<file path="src/design/llcc_map.svh">
// Purpose: Offsets, field positions, reset values and counts of the line locked clock control.
// Assumes: Word index n sits at byte address 4*n on the register bus.
// Notes:   Definitions only.
// Behaviour
// - A 12-bit programmable counter divides the pixel clock, setting clocks per reference period.
// - The phase comparator drives pump up or down from the reference and feedback edge difference.
// - Feedback comes from the internal counter or the external feedback pin, by configuration.
// - The pixel clock comes from the oscillator post divider and itself clocks the feedback counter.
// - Sync outputs are the conditioned sync inputs retimed by flip-flops on the pixel clock.
// - In coast mode the vertical sync input suspends phase correction.
// - Lock status is readable over the serial interface and shown on the lock pin.
// - The serial slave works with the master clocking at 100 kHz or 400 kHz.
// - Twelve word addresses exist: one write-only, eight read/write and three read-only.
// - The slave answers address 0100110 with the select pin low and 0100111 with it high.
// - Internal state resets at power-on and on undervoltage without any reset pin of its own.
// - The feedback ratio is the programmed 12-bit value plus 8, from 8 to 4103.
// - Reference polarity 0 compares rising edges and 1 falling edges.
// - Pump enable 1 keeps correction always on; 0 lets vertical sync gate it.
// - With gating active, polarity 0 coasts while vertical sync is low, 1 while it is high.
`ifndef LLCC_MAP_SVH
`define LLCC_MAP_SVH
// ********************************
// Register indices
// ********************************
`define LLCC_IDX_CTRL  4'h0
`define LLCC_IDX_LOOP  4'h1
`define LLCC_IDX_FBL   4'h2
`define LLCC_IDX_FBH   4'h3
`define LLCC_IDX_ISTS  4'h4
`define LLCC_IDX_IMSK  4'h5
`define LLCC_IDX_SCR6  4'h6
`define LLCC_IDX_SCR7  4'h7
`define LLCC_IDX_CMD   4'h8
`define LLCC_IDX_STAT  4'h9
`define LLCC_IDX_ERR   4'hA
`define LLCC_IDX_GOOD  4'hB
// ********************************
// Fields, resets, counts
// ********************************
`define LLCC_B_PUMPON  0
`define LLCC_B_VPOL    1
`define LLCC_B_HPOL    2
`define LLCC_B_FBPOL   3
`define LLCC_B_FBSEL   4
`define LLCC_B_ENLOCK  6
`define LLCC_CTRL_RST  8'h41
`define LLCC_CTRL_MASK 8'h5F
`define LLCC_FB_OFFS   13'h0008
`define LLCC_LOCK_TOL  8'h04
`define LLCC_LOCK_N    4'h8
`define LLCC_SLV_ADDR  6'h13
`endif

</file>
<file path="src/design/llcc_pkg.sv">
// Purpose: Types of the line locked clock control.
// Assumes: Constants live in llcc_map.svh.
// Notes:   State structs hold every flop of a module.
package llcc_pkg;
    typedef enum logic [5:0] {
        I2C_IDLE = 6'h01, I2C_ADDR = 6'h02, I2C_WRB = 6'h04,
        I2C_ACKS = 6'h08, I2C_RDB  = 6'h10, I2C_ACKM = 6'h20
    } llcc_i2c_st_t;
    typedef struct packed {
        llcc_i2c_st_t st;
        logic [7:0] sh;
        logic [3:0] cnt;
        logic [3:0] ptr;
        logic       rw, got_ptr, ack, nack, scl_d, sda_d, wr;
        logic [7:0] wdata;
        logic [3:0] widx;
    } llcc_i2c_t;
    typedef struct packed {
        logic [3:0]  aidx;
        logic        awr, amap;
        logic [7:0]  ctrl, loop_ctl, fbl, scr6, scr7;
        logic [3:0]  fbh;
        logic [2:0]  ists, imsk;
        logic [3:0]  divc;
        logic        pclk;
        logic [12:0] fbc;
        logic        ph, pe, up, dn, locked, coast_d, hs, vs;
        logic [7:0]  err, last_err;
        logic [3:0]  good;
    } llcc_core_t;
endpackage

</file>
<file path="src/design/llcc_top.sv">
// Purpose: Digital control of a line locked pixel clock synthesizer.
// Assumes: hclk stands in for the oscillator; the pixel clock is an enable derived from it.
// Notes:   Registers reachable over AHB-Lite and the two-wire slave; AHB wins a same cycle clash.
`timescale 1ns/100ps
`include "llcc_map.svh"
module llcc_top
(
    // Clock and reset
    input  wire logic        hclk,
    input  wire logic        hresetn,
    // AHB-Lite slave
    input  wire logic        hsel,
    input  wire logic [31:0] haddr,
    input  wire logic [1:0]  htrans,
    input  wire logic        hwrite,
    input  wire logic [2:0]  hsize,
    input  wire logic        hready,
    input  wire logic [31:0] hwdata,
    output logic [31:0]      hrdata,
    output logic             hreadyout,
    output logic             hresp,
    // Video and supply pins
    input  wire logic        hsync_in,
    input  wire logic        vsync_in,
    input  wire logic        ext_feedback_in,
    input  wire logic        supply_low,
    // Serial bus pins
    input  wire logic        scl_in,
    input  wire logic        sda_in,
    input  wire logic        slave_addr_select,
    output logic             sda_out,
    output logic             sda_oe,
    // Clock and loop outputs
    output logic             pix_clk_out,
    output logic             hsync_out,
    output logic             vsync_out,
    output logic             lock_out,
    output logic             pump_up,
    output logic             pump_dn,
    output logic             irq
);
    // ********************************
    // Pin synchronisers
    // ********************************
    logic [6:0] pin_s;
    logic       hs_s, vs_s, ef_s, uv_s, scl_s, sda_s, asel_s;
    assign {asel_s, sda_s, scl_s, uv_s, ef_s, vs_s, hs_s} = pin_s;
    llcc_sync2 #(.W(7)) u_sync
    (
        .clk   (hclk),
        .rst_n (hresetn),
        .d     ({slave_addr_select, sda_in, scl_in, supply_low, ext_feedback_in, vsync_in, hsync_in}),
        .q     (pin_s)
    );

    // ********************************
    // Serial slave
    // ********************************
    llcc_pkg::llcc_core_t st, nx;
    logic [7:0] i2c_rd;
    logic [3:0] i2c_ridx, i2c_widx;
    logic [7:0] i2c_wd;
    logic       i2c_wr;
    assign sda_out = 1'b0;
    llcc_i2c u_i2c
    (
        .clk      (hclk),
        .rst_n    (hresetn),
        .clr      (uv_s),
        .scl      (scl_s),
        .sda      (sda_s),
        .addr_sel (asel_s),
        .sda_oe   (sda_oe),
        .rd_data  (i2c_rd),
        .rd_idx   (i2c_ridx),
        .wr       (i2c_wr),
        .widx     (i2c_widx),
        .wdata    (i2c_wd)
    );

    // Read mux shared by both masters; write-only index reads zero
    // lock readable
    function automatic logic [7:0] rd_reg(input llcc_pkg::llcc_core_t s, input logic [3:0] i);
        logic [7:0] v;
        v = 8'h00;
        unique case (i)
            `LLCC_IDX_CTRL: v = s.ctrl;
            `LLCC_IDX_LOOP: v = s.loop_ctl;
            `LLCC_IDX_FBL:  v = s.fbl;
            `LLCC_IDX_FBH:  v = {4'h0, s.fbh};
            `LLCC_IDX_ISTS: v = {5'h00, s.ists};
            `LLCC_IDX_IMSK: v = {5'h00, s.imsk};
            `LLCC_IDX_SCR6: v = s.scr6;
            `LLCC_IDX_SCR7: v = s.scr7;
            `LLCC_IDX_STAT: v = {4'h0, s.coast_d, s.dn, s.up, s.locked};
            `LLCC_IDX_ERR:  v = s.last_err;
            `LLCC_IDX_GOOD: v = {4'h0, s.good};
            default:        v = 8'h00;
        endcase
        return v;
    endfunction

    // Register write; read-only indices fall to default and change nothing
    // twelve word map
    function automatic llcc_pkg::llcc_core_t wr_reg(input llcc_pkg::llcc_core_t s, input logic [3:0] i,
                                                    input logic [7:0] d);
        llcc_pkg::llcc_core_t r;
        r = s;
        unique case (i)
            `LLCC_IDX_CTRL: r.ctrl     = d & `LLCC_CTRL_MASK;
            `LLCC_IDX_LOOP: r.loop_ctl = d;
            `LLCC_IDX_FBL:  r.fbl      = d;
            `LLCC_IDX_FBH:  r.fbh      = d[3:0];
            `LLCC_IDX_ISTS: r.ists     = s.ists & ~d[2:0];
            `LLCC_IDX_IMSK: r.imsk     = d[2:0];
            `LLCC_IDX_SCR6: r.scr6     = d;
            `LLCC_IDX_SCR7: r.scr7     = d;
            `LLCC_IDX_CMD:
                if (d[0])
                begin
                    r.locked = 1'b0;
                    r.good   = 4'h0;
                end
            default: r = s;
        endcase
        return r;
    endfunction

    // ********************************
    // Loop control
    // ********************************
    logic [3:0]  half;
    logic        pix_en, ref_e, fb_int_e, fb_e, coast;
    logic [12:0] ratio;
    logic        a_go;
    // Post divider of 2, 4, 8 or 16 sets half periods of 1, 2, 4 or 8
    // post divider output clock
    assign half   = 4'h1 << st.loop_ctl[5:4];
    assign pix_en = (st.divc == half - 4'h1) & ~st.pclk;
    assign ratio  = {1'b0, st.fbh, st.fbl} + `LLCC_FB_OFFS;
    assign fb_int_e = pix_en & (st.fbc >= ratio - 13'h0001);
    assign ref_e  = st.ctrl[`LLCC_B_HPOL] ? (st.ph & ~hs_s) : (~st.ph & hs_s);
    assign fb_e   = st.ctrl[`LLCC_B_FBSEL] ? (st.ctrl[`LLCC_B_FBPOL] ? (st.pe & ~ef_s) : (~st.pe & ef_s))
                                          : fb_int_e;
    assign coast  = ~st.ctrl[`LLCC_B_PUMPON] & (vs_s == st.ctrl[`LLCC_B_VPOL]);
    assign a_go   = hsel & htrans[1] & hready;

    // Next state of the whole block
    always_comb
    begin
        nx         = st;
        nx.ph      = hs_s;
        nx.pe      = ef_s;
        nx.coast_d = coast;
        // AHB address phase capture; word index is byte address over four
        if (hready)
        begin
            nx.awr  = a_go & hwrite;
            nx.aidx = haddr[5:2];
            nx.amap = (haddr[31:6] == 26'h0) & (haddr[5:2] <= `LLCC_IDX_GOOD);
        end
        // Pixel clock divider
        nx.divc = st.divc + 4'h1;
        if (st.divc >= half - 4'h1)
        begin
            nx.divc = 4'h0;
            nx.pclk = ~st.pclk;
        end
        if (pix_en)
        begin
            nx.fbc = fb_int_e ? 13'h0000 : st.fbc + 13'h0001;
            nx.hs  = hs_s;
            nx.vs  = vs_s;
        end
        // phase comparator, reset when both edges seen
        nx.up = st.up | ref_e;
        nx.dn = st.dn | fb_e;
        if (st.up | st.dn)
            nx.err = (st.err == 8'hFF) ? st.err : st.err + 8'h01;
        if (nx.up & nx.dn)
        begin
            nx.up       = 1'b0;
            nx.dn       = 1'b0;
            nx.err      = 8'h00;
            nx.last_err = st.err;
            if (st.err <= `LLCC_LOCK_TOL)
            begin
                nx.good = (st.good == `LLCC_LOCK_N) ? st.good : st.good + 4'h1;
                if (st.good == `LLCC_LOCK_N - 4'h1)
                    nx.locked = 1'b1;
            end
            else
            begin
                nx.good   = 4'h0;
                nx.locked = 1'b0;
            end
        end
        // Saturated error means no partner edge at all
        if (st.err == 8'hFF)
        begin
            nx.good   = 4'h0;
            nx.locked = 1'b0;
        end
        if (coast)
        begin
            nx.up  = 1'b0;
            nx.dn  = 1'b0;
            nx.err = 8'h00;
        end
        // Register writes: serial first, AHB data phase last
        if (i2c_wr)
            nx = wr_reg(nx, i2c_widx, i2c_wd);
        if (st.awr & st.amap)
            nx = wr_reg(nx, st.aidx, hwdata[7:0]);
        // Events after the clear so a same cycle event is kept
        nx.ists = nx.ists | {coast & ~st.coast_d, st.locked & ~nx.locked, ~st.locked & nx.locked};
        if (uv_s)
            nx = rst_val();
    end

    // Reset image: only the control register is nonzero
    function automatic llcc_pkg::llcc_core_t rst_val();
        llcc_pkg::llcc_core_t r;
        r      = '0;
        r.ctrl = `LLCC_CTRL_RST;
        return r;
    endfunction

    // State register; power-on comes in as hresetn
    // power-on reset
    always_ff @(posedge hclk or negedge hresetn)
    begin
        if (!hresetn)
            st <= rst_val();
        else
            st <= nx;
    end

    // ********************************
    // Outputs
    // ********************************
    assign i2c_rd      = rd_reg(st, i2c_ridx);
    assign hrdata      = st.amap ? {24'h000000, rd_reg(st, st.aidx)} : 32'h00000000;
    assign hreadyout   = 1'b1;
    assign hresp       = 1'b0;
    assign pix_clk_out = st.pclk;
    assign hsync_out   = st.hs;
    assign vsync_out   = st.vs;
    assign lock_out    = st.locked & st.ctrl[`LLCC_B_ENLOCK];
    assign pump_up     = st.up;
    assign pump_dn     = st.dn;
    assign irq         = |(st.ists & st.imsk);

    function automatic logic coast_d_c();
        return st.coast_d;
    endfunction
endmodule

</file>
<file path="src/design/llcc_sync2.sv">
// Purpose: Two flop synchroniser for pin inputs.
// Assumes: Inputs are asynchronous levels.
// Notes:   First stage feeds only the second.
`timescale 1ns/100ps
module llcc_sync2 #(parameter int W = 7)
(
    // Clock and reset
    input  wire logic         clk,
    input  wire logic         rst_n,
    // Levels
    input  wire logic [W-1:0] d,
    output logic      [W-1:0] q
);
    logic [W-1:0] meta_reg;
    // Two stages per bit
    always_ff @(posedge clk or negedge rst_n)
    begin
        if (!rst_n)
        begin
            meta_reg <= '0;
            q        <= '0;
        end
        else
        begin
            meta_reg <= d;
            q        <= meta_reg;
        end
    end
endmodule

</file>
<file path="src/design/llcc_i2c.sv">
// Purpose: Two-wire serial register slave.
// Assumes: scl and sda are already synchronised to clk.
// Notes:   Pointer write first, then data bytes with auto increment.
`timescale 1ns/100ps
`include "llcc_map.svh"
module llcc_i2c
(
    // Clock and reset
    input  wire logic       clk,
    input  wire logic       rst_n,
    input  wire logic       clr,
    // Bus lines, synchronised
    input  wire logic       scl,
    input  wire logic       sda,
    input  wire logic       addr_sel,
    output logic            sda_oe,
    // Register side
    input  wire logic [7:0] rd_data,
    output logic [3:0]      rd_idx,
    output logic            wr,
    output logic [3:0]      widx,
    output logic [7:0]      wdata
);
    llcc_pkg::llcc_i2c_t s_reg, s_next;
    logic rise, fall, start, stop;
    assign rise   = scl & ~s_reg.scl_d;
    assign fall   = ~scl & s_reg.scl_d;
    assign start  = scl & s_reg.scl_d & s_reg.sda_d & ~sda;
    assign stop   = scl & s_reg.scl_d & ~s_reg.sda_d & sda;
    assign rd_idx = s_reg.ptr;
    assign wr     = s_reg.wr;
    assign widx   = s_reg.widx;
    assign wdata  = s_reg.wdata;
    // Open drain: drive low for ack or a zero data bit
    assign sda_oe = s_reg.ack | ((s_reg.st == llcc_pkg::I2C_RDB) & ~s_reg.sh[7]);
    // Byte engine; edges are seen at 100 MHz so both bus rates are sampled many times per bit
    // rate independent sampling
    always_comb
    begin
        s_next       = s_reg;
        s_next.scl_d = scl;
        s_next.sda_d = sda;
        s_next.wr    = 1'b0;
        if (rise && s_reg.st != llcc_pkg::I2C_IDLE)
        begin
            s_next.cnt = s_reg.cnt + 4'h1;
            if (s_reg.st != llcc_pkg::I2C_RDB)
                s_next.sh = {s_reg.sh[6:0], sda};
            if (s_reg.st == llcc_pkg::I2C_ACKM)
                s_next.nack = sda;
        end
        if (fall)
        begin
            unique case (s_reg.st)
                llcc_pkg::I2C_IDLE: ;
                llcc_pkg::I2C_ADDR, llcc_pkg::I2C_WRB:
                    if (s_reg.cnt == 4'h8)
                    begin
                        s_next.st = llcc_pkg::I2C_ACKS;
                        s_next.ack = 1'b1;
                        if (s_reg.st == llcc_pkg::I2C_ADDR)
                        begin
                            if (s_reg.sh[7:1] != {`LLCC_SLV_ADDR, addr_sel})
                            begin
                                s_next.st  = llcc_pkg::I2C_IDLE;
                                s_next.ack = 1'b0;
                            end
                            s_next.rw = s_reg.sh[0];
                        end
                        else if (!s_reg.got_ptr)
                        begin
                            s_next.ptr     = s_reg.sh[3:0];
                            s_next.got_ptr = 1'b1;
                        end
                        else
                        begin
                            s_next.wr    = 1'b1;
                            s_next.widx  = s_reg.ptr;
                            s_next.wdata = s_reg.sh;
                            s_next.ptr   = s_reg.ptr + 4'h1;
                        end
                    end
                llcc_pkg::I2C_ACKS, llcc_pkg::I2C_ACKM:
                begin
                    s_next.ack = 1'b0;
                    s_next.cnt = 4'h0;
                    s_next.st  = s_reg.rw ? llcc_pkg::I2C_RDB : llcc_pkg::I2C_WRB;
                    s_next.sh  = rd_data;
                    if (s_reg.st == llcc_pkg::I2C_ACKM && s_reg.nack)
                        s_next.st = llcc_pkg::I2C_IDLE;
                end
                llcc_pkg::I2C_RDB:
                    if (s_reg.cnt == 4'h8)
                    begin
                        s_next.st  = llcc_pkg::I2C_ACKM;
                        s_next.ptr = s_reg.ptr + 4'h1;
                    end
                    else
                        s_next.sh = {s_reg.sh[6:0], 1'b0};
            endcase
        end
        if (start)
        begin
            s_next.st      = llcc_pkg::I2C_ADDR;
            s_next.cnt     = 4'h0;
            s_next.got_ptr = 1'b0;
            s_next.ack     = 1'b0;
        end
        if (stop || clr)
        begin
            s_next.st  = llcc_pkg::I2C_IDLE;
            s_next.ack = 1'b0;
        end
    end
    // State register
    always_ff @(posedge clk or negedge rst_n)
    begin
        if (!rst_n)
        begin
            s_reg     <= '0;
            s_reg.st  <= llcc_pkg::I2C_IDLE;
        end
        else
            s_reg <= s_next;
    end
endmodule

</file>
<file path="config.mk">
export PLATFORM = sky130hd
export DESIGN_NAME = llcc_top
export DESIGN_NICKNAME = d
export VERILOG_FILES = /design/src/design/llcc_pkg.sv /design/src/design/llcc_top.sv /design/src/design/llcc_sync2.sv /design/src/design/llcc_i2c.sv
export VERILOG_INCLUDE_DIRS = /design/src /design/src/design
export SDC_FILE = /design/constraint.sdc
export NUM_CORES = 1
export LEC_CHECK = 0
export ABC_AREA = 0
export BUFFER_PORTS_ARGS = -buffer_cell sky130_fd_sc_hd__buf_2
export CORE_ASPECT_RATIO = 2
export CORE_MARGIN = 2
export CORE_UTILIZATION = 29
export DETAILED_ROUTE_END_ITERATION = 6
export SETUP_SLACK_MARGIN = 0.05
export SYNTH_ARGS = -nofsm -noshare
export SYNTH_HDL_FRONTEND = slang
export SYNTH_SLANG_ARGS = --single-unit
</file>
<file path="constraint.sdc">
create_clock -name hclk -period 4.4 [get_ports hclk]
set_input_delay 1.32 -clock hclk [delete_from_list [all_inputs] [get_ports hclk]]
set_output_delay 1.32 -clock hclk [all_outputs]
set_load 0.01 [all_outputs]
</file>
==> flow_summary_export.csv, run 1 <==
group,metric,value,unit
worst_hold_path,hold_class,"reg -> reg",
drt,via_count,8362,
clocking,postCtsHoldBufs,0,
synth,synth_top_area_share,39.87,%
synth,synth_seq_area_share,40.69,%
die,die_area,34890,um^2
sta,setup_tns,0,ns
sta,setup_ws,0.2849,ns
place,pre_cts_slack,0.7486,ns
flow_run,maxCapViolations,0,
clocking,htree_levels,4,
pwr,power_density,320.1,nW/um^2
synth,synth-edff-count,0,
synth,synth_seq_cells,157,
place,portBuffers,66,
synth,synth_ff_type,"dfrtp_1",
sta,period_share,93.52,%
synth,synth_top_cell_by_area,"dfrtp_1",
drt,wl,31930,um
outcome,outcome,"completed",
global_routing,gr-total-overflow,0,
sta,post-route-min-period,4.115,ns
critical_path,cp-start-kind,"flip-flop",
sta,timing.hold.ws,0.3472,ns
critical_path,critPathMostFrequentCell,"a211oi_1",
critical_path,crit_path_top_delay_cell,"nor2b_1",
sta,clock.fmax,243.0,MHz
critical_path,worstSetupPathType,"reg -> out",
pwr,pwr-share-seq,46.2,%
place,gp_congestion,0.9688,
clocking,post-cts-setup-buffer-count,0,
pwr,p_leak,0.004747,uW
die,num_rows,94,
drt,ant_nets,0,
sta,final_hold_viol_count,0,
drt,first_pass_iters,6,
sta,fin_skew,0.01260,ns
pwr,switchingPower,983.1,uW
clocking,cts_inserted_buffers,17,
die,start_util,29.46,%
layout,antennaDiodeCount,0,
synth,synthCells,1053,
global_routing,grt_util_all_layers,18.45,%
sta,rsz0062_at_grt,"no",
synth,yosysWarningCount,0,
drt,routedWlPerCell,20.84,um
global_routing,grt_max_degree,68,
clocking,worstSkewPairLatency,0.46,ns
pwr,comb_power_share,9.2,%
layout,fill_cells,3335,
sta,drv_slew,0,
drt,drc,0,
sta,worst_pin_slew,0.9821,ns
global_routing,grt_pass1_wl,48620,um
critical_path,crit_path_cell_trace,"nor2b_1 -> a211oi_1 -> a211oi_1 -> a31oi_1 -> nor2_1 -> buf_2",
pwr,power.internal,2510,uW
die,die_x,133.1,um
place,hpwl,24290,um
layout,syn_to_final_growth,12.91,%
critical_path,cp_max_fo,19,
global_routing,antenna_found_initial,0,
pwr,clkPwrFrac,44.7,%
synth,synthTopCellsByArea,"dfrtp_1 40%, mux2i_1 7.2%, nor2_1 4.7%, a211oi_1 4.0%, ha_1 3.8%",
synth,ys_types,75,
layout,finish.utilization,33.26,%
synth,syn_area_per_cell,9.179,um^2
critical_path,cp-end-kind,"output pin",
sta,slew_headroom,34.28,%
die,core,32810,um^2
pwr,ir_worst_vdd,0.0002637,V
clocking,clkSlewWorstSetupHoldPaths,0.07,ns
sta,finalSetupViolCount,0,
critical_path,cpPeakStageDelay,0.74,ns
clocking,clockBufferDepth,2,
critical_path,cp.arrival,2.80,ns
die,io-pin-count,124,
clocking,tritoncts,"done",
critical_path,crit_required,3.08,ns
pwr,switching_share,28.15,%
layout,layout-drive-gt1-share,14.18,%
synth,synth_area,9666,um^2
clocking,clk_root_buffer_cell,"clkbuf_16",
die,fp.dieH,262.2,um
layout,nNetsFinal,1197,
drt,vias_per_cell,5.458,
clocking,cts.sinks,157,
clocking,ctsResizeCount,0,
global_routing,grt_pass1_vias,8348,
layout,largest_register_ffs,97,
synth,ys_async_sr_fraction,100.0,%
drt,drt_iter0_markers,565,
==> per-layer routing <==
| layer | track usage, % | vias up | wire length [um] |
|---|---|---|---|
| li1 | - | 3850 | - |
| met1 | 16.97 | 4057 | 10420 |
| met2 | 33.29 | 326 | 16420 |
| met3 | 2.874 | 129 | 1289 |
| met4 | 19.36 | 0 | 3805 |
| met5 | 0 | - | 0 |
==> critical path, delay by kind of cell (launching register included) <==
| kind | cells | cell delay, ns |
|---|---|---|
| AO/OA/AOI/OAI | 3 | 0.55 |
| buffers and inverters | 1 | 0.18 |
| flip-flops | 1 | 0.67 |
| AND/OR/NAND/NOR | 2 | 0.93 |
==> layout by cell type, fill, tap and decap left out, drive strengths merged, types with 9 or more instances in the layout <==
cell type  Yosys  final
a211oi        52     52
a21oi         47     47
a222oi        11     11
a22oi         16     16
a31oi         14     14
and2           9      9
and3          11     11
buf           41     83
clkbuf        52     18
conb           2     27
dfrtp        154    154
ha            29     29
inv           26     36
mux2          22     22
mux2i         70     70
nand2         90     90
nand2b        12     12
nand3         29     29
nand4         12     12
nor2         121    121
nor2b         18     18
nor3          24     24
o21ai         41     41
o22ai         10     10
xnor2         12     12
xor2          17     17
==> metrics by stage <==
stage	power [uW]	instance area (um^2)	instances
after global routing	3631	10910	1532
after global placement	1954	10300	1500
after floorplan	1826	9759	1078
after CTS	3530	10910	1532
final	3493	10910	1532
after detailed placement	1962	10300	1500
==> worst paths after layout <==
kind	slack, ns	to	depth (start not counted)	startpoint
worst min-delay path	0.35	u_sync.q[4]$_DFF_PN0_	0	u_sync.meta_reg[4]$_DFF_PN0_
min in group asynchronous	0.85	st[87]$_DFF_PN0_	1	hresetn
worst max-delay path	0.28	hrdata[4]	6	st[98]$_DFFE_PN0P_
worst max register to register	0.76	st[38]$_DFFE_PN0P_	14	st[72]$_DFF_PN0_
worst min register to register	0.35	u_sync.q[4]$_DFF_PN0_	0	u_sync.meta_reg[4]$_DFF_PN0_
max in group asynchronous	2.60	pump_dn$_DFF_PN0_	2	hresetn
==> layout make-up <==
class	count	area [um^2]	share of cell area [%]
Clock buffer	18	439.2	4.024
Clock inverter	14	168.9	1.548
Inverter	26	97.59	0.8943
Multi-Input combinational cell	802	5256	48.17
Sequential cell	157	3934	36.05
Tap cell	432	540.5	4.953
Timing Repair Buffer	83	476.7	4.368
==> Yosys cell counts (all sizes together) (24+ instances only) <==
cell / n
dfrtp: 154
nor2: 121
nand2: 90
mux2i: 70
a211oi: 52
clkbuf: 52
a21oi: 47
buf: 41
o21ai: 41
ha: 29
nand3: 29
inv: 26
nor3: 24
==> kinds of logic (layout without fill, tap and decap cells) <==
kind of cell	after synthesis	in the layout	share of synthesized area, %
XOR/XNOR	29	29	2.628
flip-flops	157	157	40.69
adder cells (fa/ha/maj)	29	29	3.754
AO/OA/AOI/OAI	250	250	17.80
buffers and inverters	119	141	5.903
AND/OR/NAND/NOR	374	374	19.11
other	2	27	0.07770
multiplexers	93	93	10.05
==> power groups by stage <==
stage               combinational, uW  sequential, uW  clock [uW]
floorplan                         233            1590           0
global placement                  313            1640           0
detailed placement                322            1640           0
CTS                               323            1610        1590
global route                      362            1620        1650
finish                            320            1610        1560
(Power assumes the default switching activity.)
==> run 2: changes to the inputs <==
- CELL_PAD_IN_SITES_DETAIL_PLACEMENT: default -> 0
- CELL_PAD_IN_SITES_GLOBAL_PLACEMENT: default -> 1
- MAX_ROUTING_LAYER: default -> met4
- PLACE_DENSITY_LB_ADDON: default -> 0.1
- SLEW_MARGIN: default -> 20
==> run 2 against run 1 <==
Compared with the run above: register-to-register slack improved by 0.07 ns; final area increased by 0.33%; first-iteration DRC count increased by 6.9%; clock skew increased by 0.00078 ns; sequential share of layout area decreased by 0.12 points; critical path depth unchanged.
==> flow_summary_export.csv, run 2 (synthesis results as in run 1) <==
group,metric,value,unit
die,io-pin-count,124,
layout,antennaDiodeCount,0,
drt,drc,0,
global_routing,gr-total-overflow,0,
die,fp.dieH,262.2,um
pwr,ir_worst_vdd,0.0002861,V
sta,fin_skew,0.01337,ns
place,gp_congestion,0.8833,
worst_hold_path,hold_class,"reg -> reg",
pwr,pwr-share-seq,45.5,%
layout,layout_common_cells,"153 x dfrtp_1, 120 x nor2_1, 90 x nand2_1, 70 x mux2i_1, 65 x buf_2",
critical_path,r2r_start,"st[75]$_DFF_PN0_",
clocking,cts.sinks,157,
critical_path,cp.arrival,2.56,ns
critical_path,worstSetupPathType,"reg -> out",
clocking,post-cts-setup-buffer-count,0,
sta,clock.fmax,257.9,MHz
critical_path,cp-start-kind,"flip-flop",
global_routing,grt_pass1_vias,8336,
outcome,outcome,"completed",
place,pre_cts_slack,0.8049,ns
pwr,p_leak,0.004762,uW
critical_path,crit_required,3.08,ns
pwr,power.internal,2564,uW
sta,drv_slew,0,
clocking,htree_levels,4,
clocking,clockBufferDepth,2,
flow_run,maxCapViolations,0,
critical_path,cpPeakStageDelay,0.73,ns
drt,routedWlPerCell,23.65,um
sta,finalSetupViolCount,0,
global_routing,grt_max_degree,66,
sta,final_hold_viol_count,0,
pwr,clkPwrFrac,45.1,%
pwr,switching_share,27.63,%
sta,slew_headroom,30.05,%
layout,fin_area,10950,um^2
sta,rsz0062_at_grt,"no",
sta,period_share,88.12,%
layout,syn_to_final_growth,13.28,%
die,die_area,34890,um^2
critical_path,cp-end-kind,"output pin",
drt,wl,36340,um
sta,post-route-min-period,3.877,ns
place,place_area,10330,um^2
drt,highest_layer,"met4",
critical_path,cp_max_fo,9,
clocking,clkSlewWorstSetupHoldPaths,0.07,ns
drt,wl_met1,12570,um
sta,setup_tns,0,ns
sta,setup_ws,0.5226,ns
die,start_util,29.46,%
layout,largest_register_ffs,97,
clocking,clk_root_buffer_cell,"clkbuf_16",
pwr,power_density,323.5,nW/um^2
critical_path,crit_start,"st[98]$_DFFE_PN0P_",
drt,wl_met2,21070,um
global_routing,grt_pass1_wl,54150,um
layout,final_cells,1537,
drt,first_pass_iters,6,
clocking,ctsResizeCount,0,
pwr,comb_power_share,9.3,%
clocking,tritoncts,"done",
drt,ant_nets,0,
die,num_rows,94,
drt,via_count,8205,
clocking,cts_inserted_buffers,17,
worst_hold_path,worstHoldStart,"u_sync.meta_reg[2]$_DFF_PN0_",
global_routing,grt_util_all_layers,21.81,%
drt,drt_iter0_markers,604,
global_routing,antenna_found_initial,0,
drt,vias_per_cell,5.338,
drt,routed-wl-met3,990,um
clocking,postCtsHoldBufs,0,
worst_hold_path,whs_path_depth,0,
place,portBuffers,66,
place,place_inst,1505,
critical_path,crit_path_cell_trace,"nor2b_1 -> a21oi_1 -> o21ai_0 -> o21ai_0 -> a21oi_1 -> buf_2",
critical_path,crit_path_top_delay_cell,"nor2b_1",
clocking,worstSkewPairLatency,0.46,ns
pwr,switchingPower,978.6,uW
sta,worst_pin_slew,1.049,ns
place,hpwl,27370,um
layout,layout.cells.most_common,"dfrtp_1",
critical_path,reg2regPathDepth,10,
layout,layout-drive-gt1-share,14.48,%
die,die_x,133.1,um
die,core,32810,um^2
layout,nNetsFinal,1202,
## run 2: cell count changes in the layout (fill, tap and decap cells not counted)
cell | before | now
buf_12 | 1 | 0
buf_4 | 16 | 22
bufinv_16 | 2 | 3
clkbuf_1 | 0 | 1
clkbuf_8 | 1 | 2
clkinv_4 | 1 | 5
clkinvlp_4 | 0 | 2
inv_6 | 7 | 1
inv_8 | 3 | 0
## run 2: final cells by class
cell class / instances / area, um^2
tap: 432 / 540.5
multi-input combinational: 802 / 5256
timing repair buffer: 88 / 501.7
inverter: 26 / 97.59
clock buffer: 20 / 456.7
fill: 3425 / 21860
clock inverter: 12 / 162.7
sequential: 157 / 3934
## run 2: worst paths after layout
check / to / slack, ns
setup / recovery: hrdata[2] / 0.52
hold / removal: u_sync.q[2]$_DFF_PN0_ / 0.34
setup reg to reg: st[3]$_DFF_PN0_ / 0.83
hold reg to reg: u_sync.q[2]$_DFF_PN0_ / 0.34
max in group asynchronous: st[48]$_DFF_PN0_ / 2.61
min in group asynchronous: st[71]$_DFF_PN0_ / 0.87
## run 2: critical path, delay by kind of cell, from the launching register on
family / cells / cell delay (ns)
AO/OA/AOI/OAI: 4 / 0.79
buffers and inverters: 1 / 0.19
flip-flops: 1 / 0.37
AND/OR/NAND/NOR: 1 / 0.73
## run 2: routing by layer
metal,track usage [%],vias to the layer above
met2,42.53,201
met4,10.40,0
met5,-,-
li1,-,3874
met1,21.02,4060
met3,2.739,70
## run 2: power groups by stage
stage	registers (uW)	clock network (uW)	logic, uW
floorplan	1590	0	233
global placement	1640	0	334
detailed placement	1640	0	336
CTS	1620	1640	337
global route	1620	1690	374
finish	1610	1600	331
## run 2: metrics by stage
step | util [%] | hold slack, ns | total power, uW
after global routing | 33.37 | 0.3556 | 3689
after CTS | 33.37 | 0.3430 | 3591
final | 33.37 | 0.3418 | 3542
after floorplan | - | 0.3312 | 1826
after global placement | 31.48 | 0.3343 | 1978
after detailed placement | 31.48 | 0.3347 | 1979
==> run 3: changes to the inputs <==
- CORE_UTILIZATION: 29 -> 45
- GPL_TIMING_DRIVEN: default -> 0
==> run 3 against run 2 <==
Compared with the run above: critical path type unchanged; highest routed layer unchanged; power down 0.39%; maximum frequency shrank 5.5%; global-route usage is 10 points higher; register-to-register slack worse by 0.29 ns.
==> flow_summary_export.csv, run 3 (synthesis results as in run 1) <==
group,metric,value,unit
outcome,outcome,"completed",
clocking,postCtsHoldBufs,0,
global_routing,grt_pass1_vias,8726,
critical_path,crit_path_cell_trace,"clkbuf_2 -> clkbuf_1 -> mux2i_1 -> o21ai_0 -> a21oi_1 -> a21oi_1 -> buf_2",
drt,first_pass_iters,6,
clocking,worstSkewPairLatency,0.46,ns
layout,largest_register_ffs,97,
critical_path,cpPeakStageDelay,0.53,ns
die,num_rows,75,
layout,syn_to_final_growth,14.67,%
clocking,htree_levels,4,
critical_path,worst-path-buf-inv,3,
critical_path,critPathTopFamily,"buffers and inverters",
critical_path,critPathMostFrequentCell,"a21oi_1",
layout,finish.utilization,52.73,%
die,io-pin-count,124,
layout,nNetsFinal,1271,
clocking,cts.sinks,157,
critical_path,cp_max_fo,10,
sta,rsz0062_at_grt,"no",
place,portBuffers,62,
critical_path,crit_required,3.08,ns
sta,worst_pin_slew,1.038,ns
sta,slew_headroom,30.83,%
layout,layout.cells.most_common,"dfrtp_1",
place,gp_congestion,0.9947,
sta,fin_skew,0.01267,ns
drt,vias_per_cell,5.981,
drt,via_count,8630,
pwr,ir_worst_vdd,0.0002772,V
clocking,ctsResizeCount,0,
critical_path,worstSetupPathType,"reg -> out",
die,start_util,45.98,%
drt,drc,0,
global_routing,grt_max_degree,62,
sta,period_share,93.21,%
layout,layout_common_cells,"154 x dfrtp_1, 120 x nor2_1, 90 x nand2_1, 70 x mux2i_1, 67 x buf_2",
global_routing,grt_pass1_wl,52130,um
clocking,clkSlewWorstSetupHoldPaths,0.06,ns
critical_path,cp-start-kind,"flip-flop",
layout,fill_cells,2019,
sta,setup_ws,0.2988,ns
pwr,finalPower,3529,uW
worst_hold_path,hold_class,"reg -> reg",
flow_run,maxCapViolations,0,
sta,post-route-min-period,4.101,ns
critical_path,cp-end-kind,"output pin",
pwr,p_leak,0.004924,uW
global_routing,gr-total-overflow,0,
clocking,cts_inserted_buffers,17,
sta,final_hold_viol_count,0,
sta,finalSetupViolCount,0,
pwr,power_density,318.4,nW/um^2
sta,clock.fmax,243.8,MHz
critical_path,cp.arrival,2.78,ns
place,pre_cts_slack,0.5569,ns
drt,wl,34100,um
sta,drv_slew,0,
drt,drt_iter0_markers,575,
layout,layout-drive-gt1-share,14.31,%
global_routing,grt_util_all_layers,32.20,%
drt,routedWlPerCell,23.63,um
clocking,tritoncts,"done",
clocking,clk_root_buffer_cell,"clkbuf_16",
clocking,post-cts-setup-buffer-count,0,
die,die_area,22740,um^2
die,fp.dieH,211.3,um
die,core,21020,um^2
layout,final_cells,1443,
place,hpwl,26260,um
clocking,clockBufferDepth,2,
critical_path,crit_path_top_delay_cell,"clkbuf_1",
die,die_x,107.6,um
sta,timing.hold.ws,0.3465,ns
place,place_inst,1411,
global_routing,antenna_found_initial,0,
drt,ant_nets,0,
layout,antennaDiodeCount,0,
## run 3: changes by cell type in the layout (fill, tap and decap cells not counted), sizes merged
cell	previous run	this run
clkbuf	20	79
buf	88	104
clkinv	6	2
clkinvlp	2	1
inv	27	26
## run 3: worst paths after layout
check	slack [ns]	endpoint	start	cells past startpoint
worst max-delay path	0.30	hrdata[1]	st[98]$_DFFE_PN0P_	7
min in group asynchronous	0.76	st[73]$_DFF_PN0_	hresetn	1
worst max register to register	0.54	st[32]$_DFFE_PN0P_	st[72]$_DFF_PN0_	15
worst min-delay path	0.35	u_sync.q[4]$_DFF_PN0_	u_sync.meta_reg[4]$_DFF_PN0_	0
worst min register to register	0.35	u_sync.q[4]$_DFF_PN0_	u_sync.meta_reg[4]$_DFF_PN0_	0
max in group asynchronous	2.70	st[88]$_DFF_PN1_	hresetn	3
## run 3: power by group
group / leakage, uW / total [uW] / switching (uW) / internal (uW)
Combinational: 0.00251 / 359 / 212 / 148
Sequential: 0.00212 / 1610 / 106 / 1510
Clock: 0.000295 / 1560 / 603 / 952
Total: 0.00492 / 3530 / 920 / 2610
## run 3: layout make-up
| type | count | area (um^2) | share of cell area, % |
|---|---|---|---|
| multi-input combinational | 802 | 5256 | 47.43 |
| sequential | 157 | 3933 | 35.48 |
| clock buffer | 26 | 499.2 | 4.504 |
| buffer | 93 | 474.2 | 4.279 |
| timing repair buffer | 64 | 375.4 | 3.387 |
| tap | 269 | 336.6 | 3.037 |
| clock inverter | 6 | 111.4 | 1.005 |
| inverter | 26 | 97.59 | 0.8806 |
## run 3: routing by layer
metal / global-route usage (%) / routed length [um]
met4: 23.78 / 2838
met1: 31.49 / 11630
met2: 56.32 / 18350
met5: - / 0
met3: 4.875 / 1293
## run 3: stage by stage
stage / area, um^2 / TNS [ns]
6_report: 11080 / 0
5_1_grt: 11080 / 0
4_1_cts: 11080 / 0
3_5_place_dp: 10470 / 0
3_3_place_gp: 10410 / -76.96
2_1_floorplan: 9759 / 0
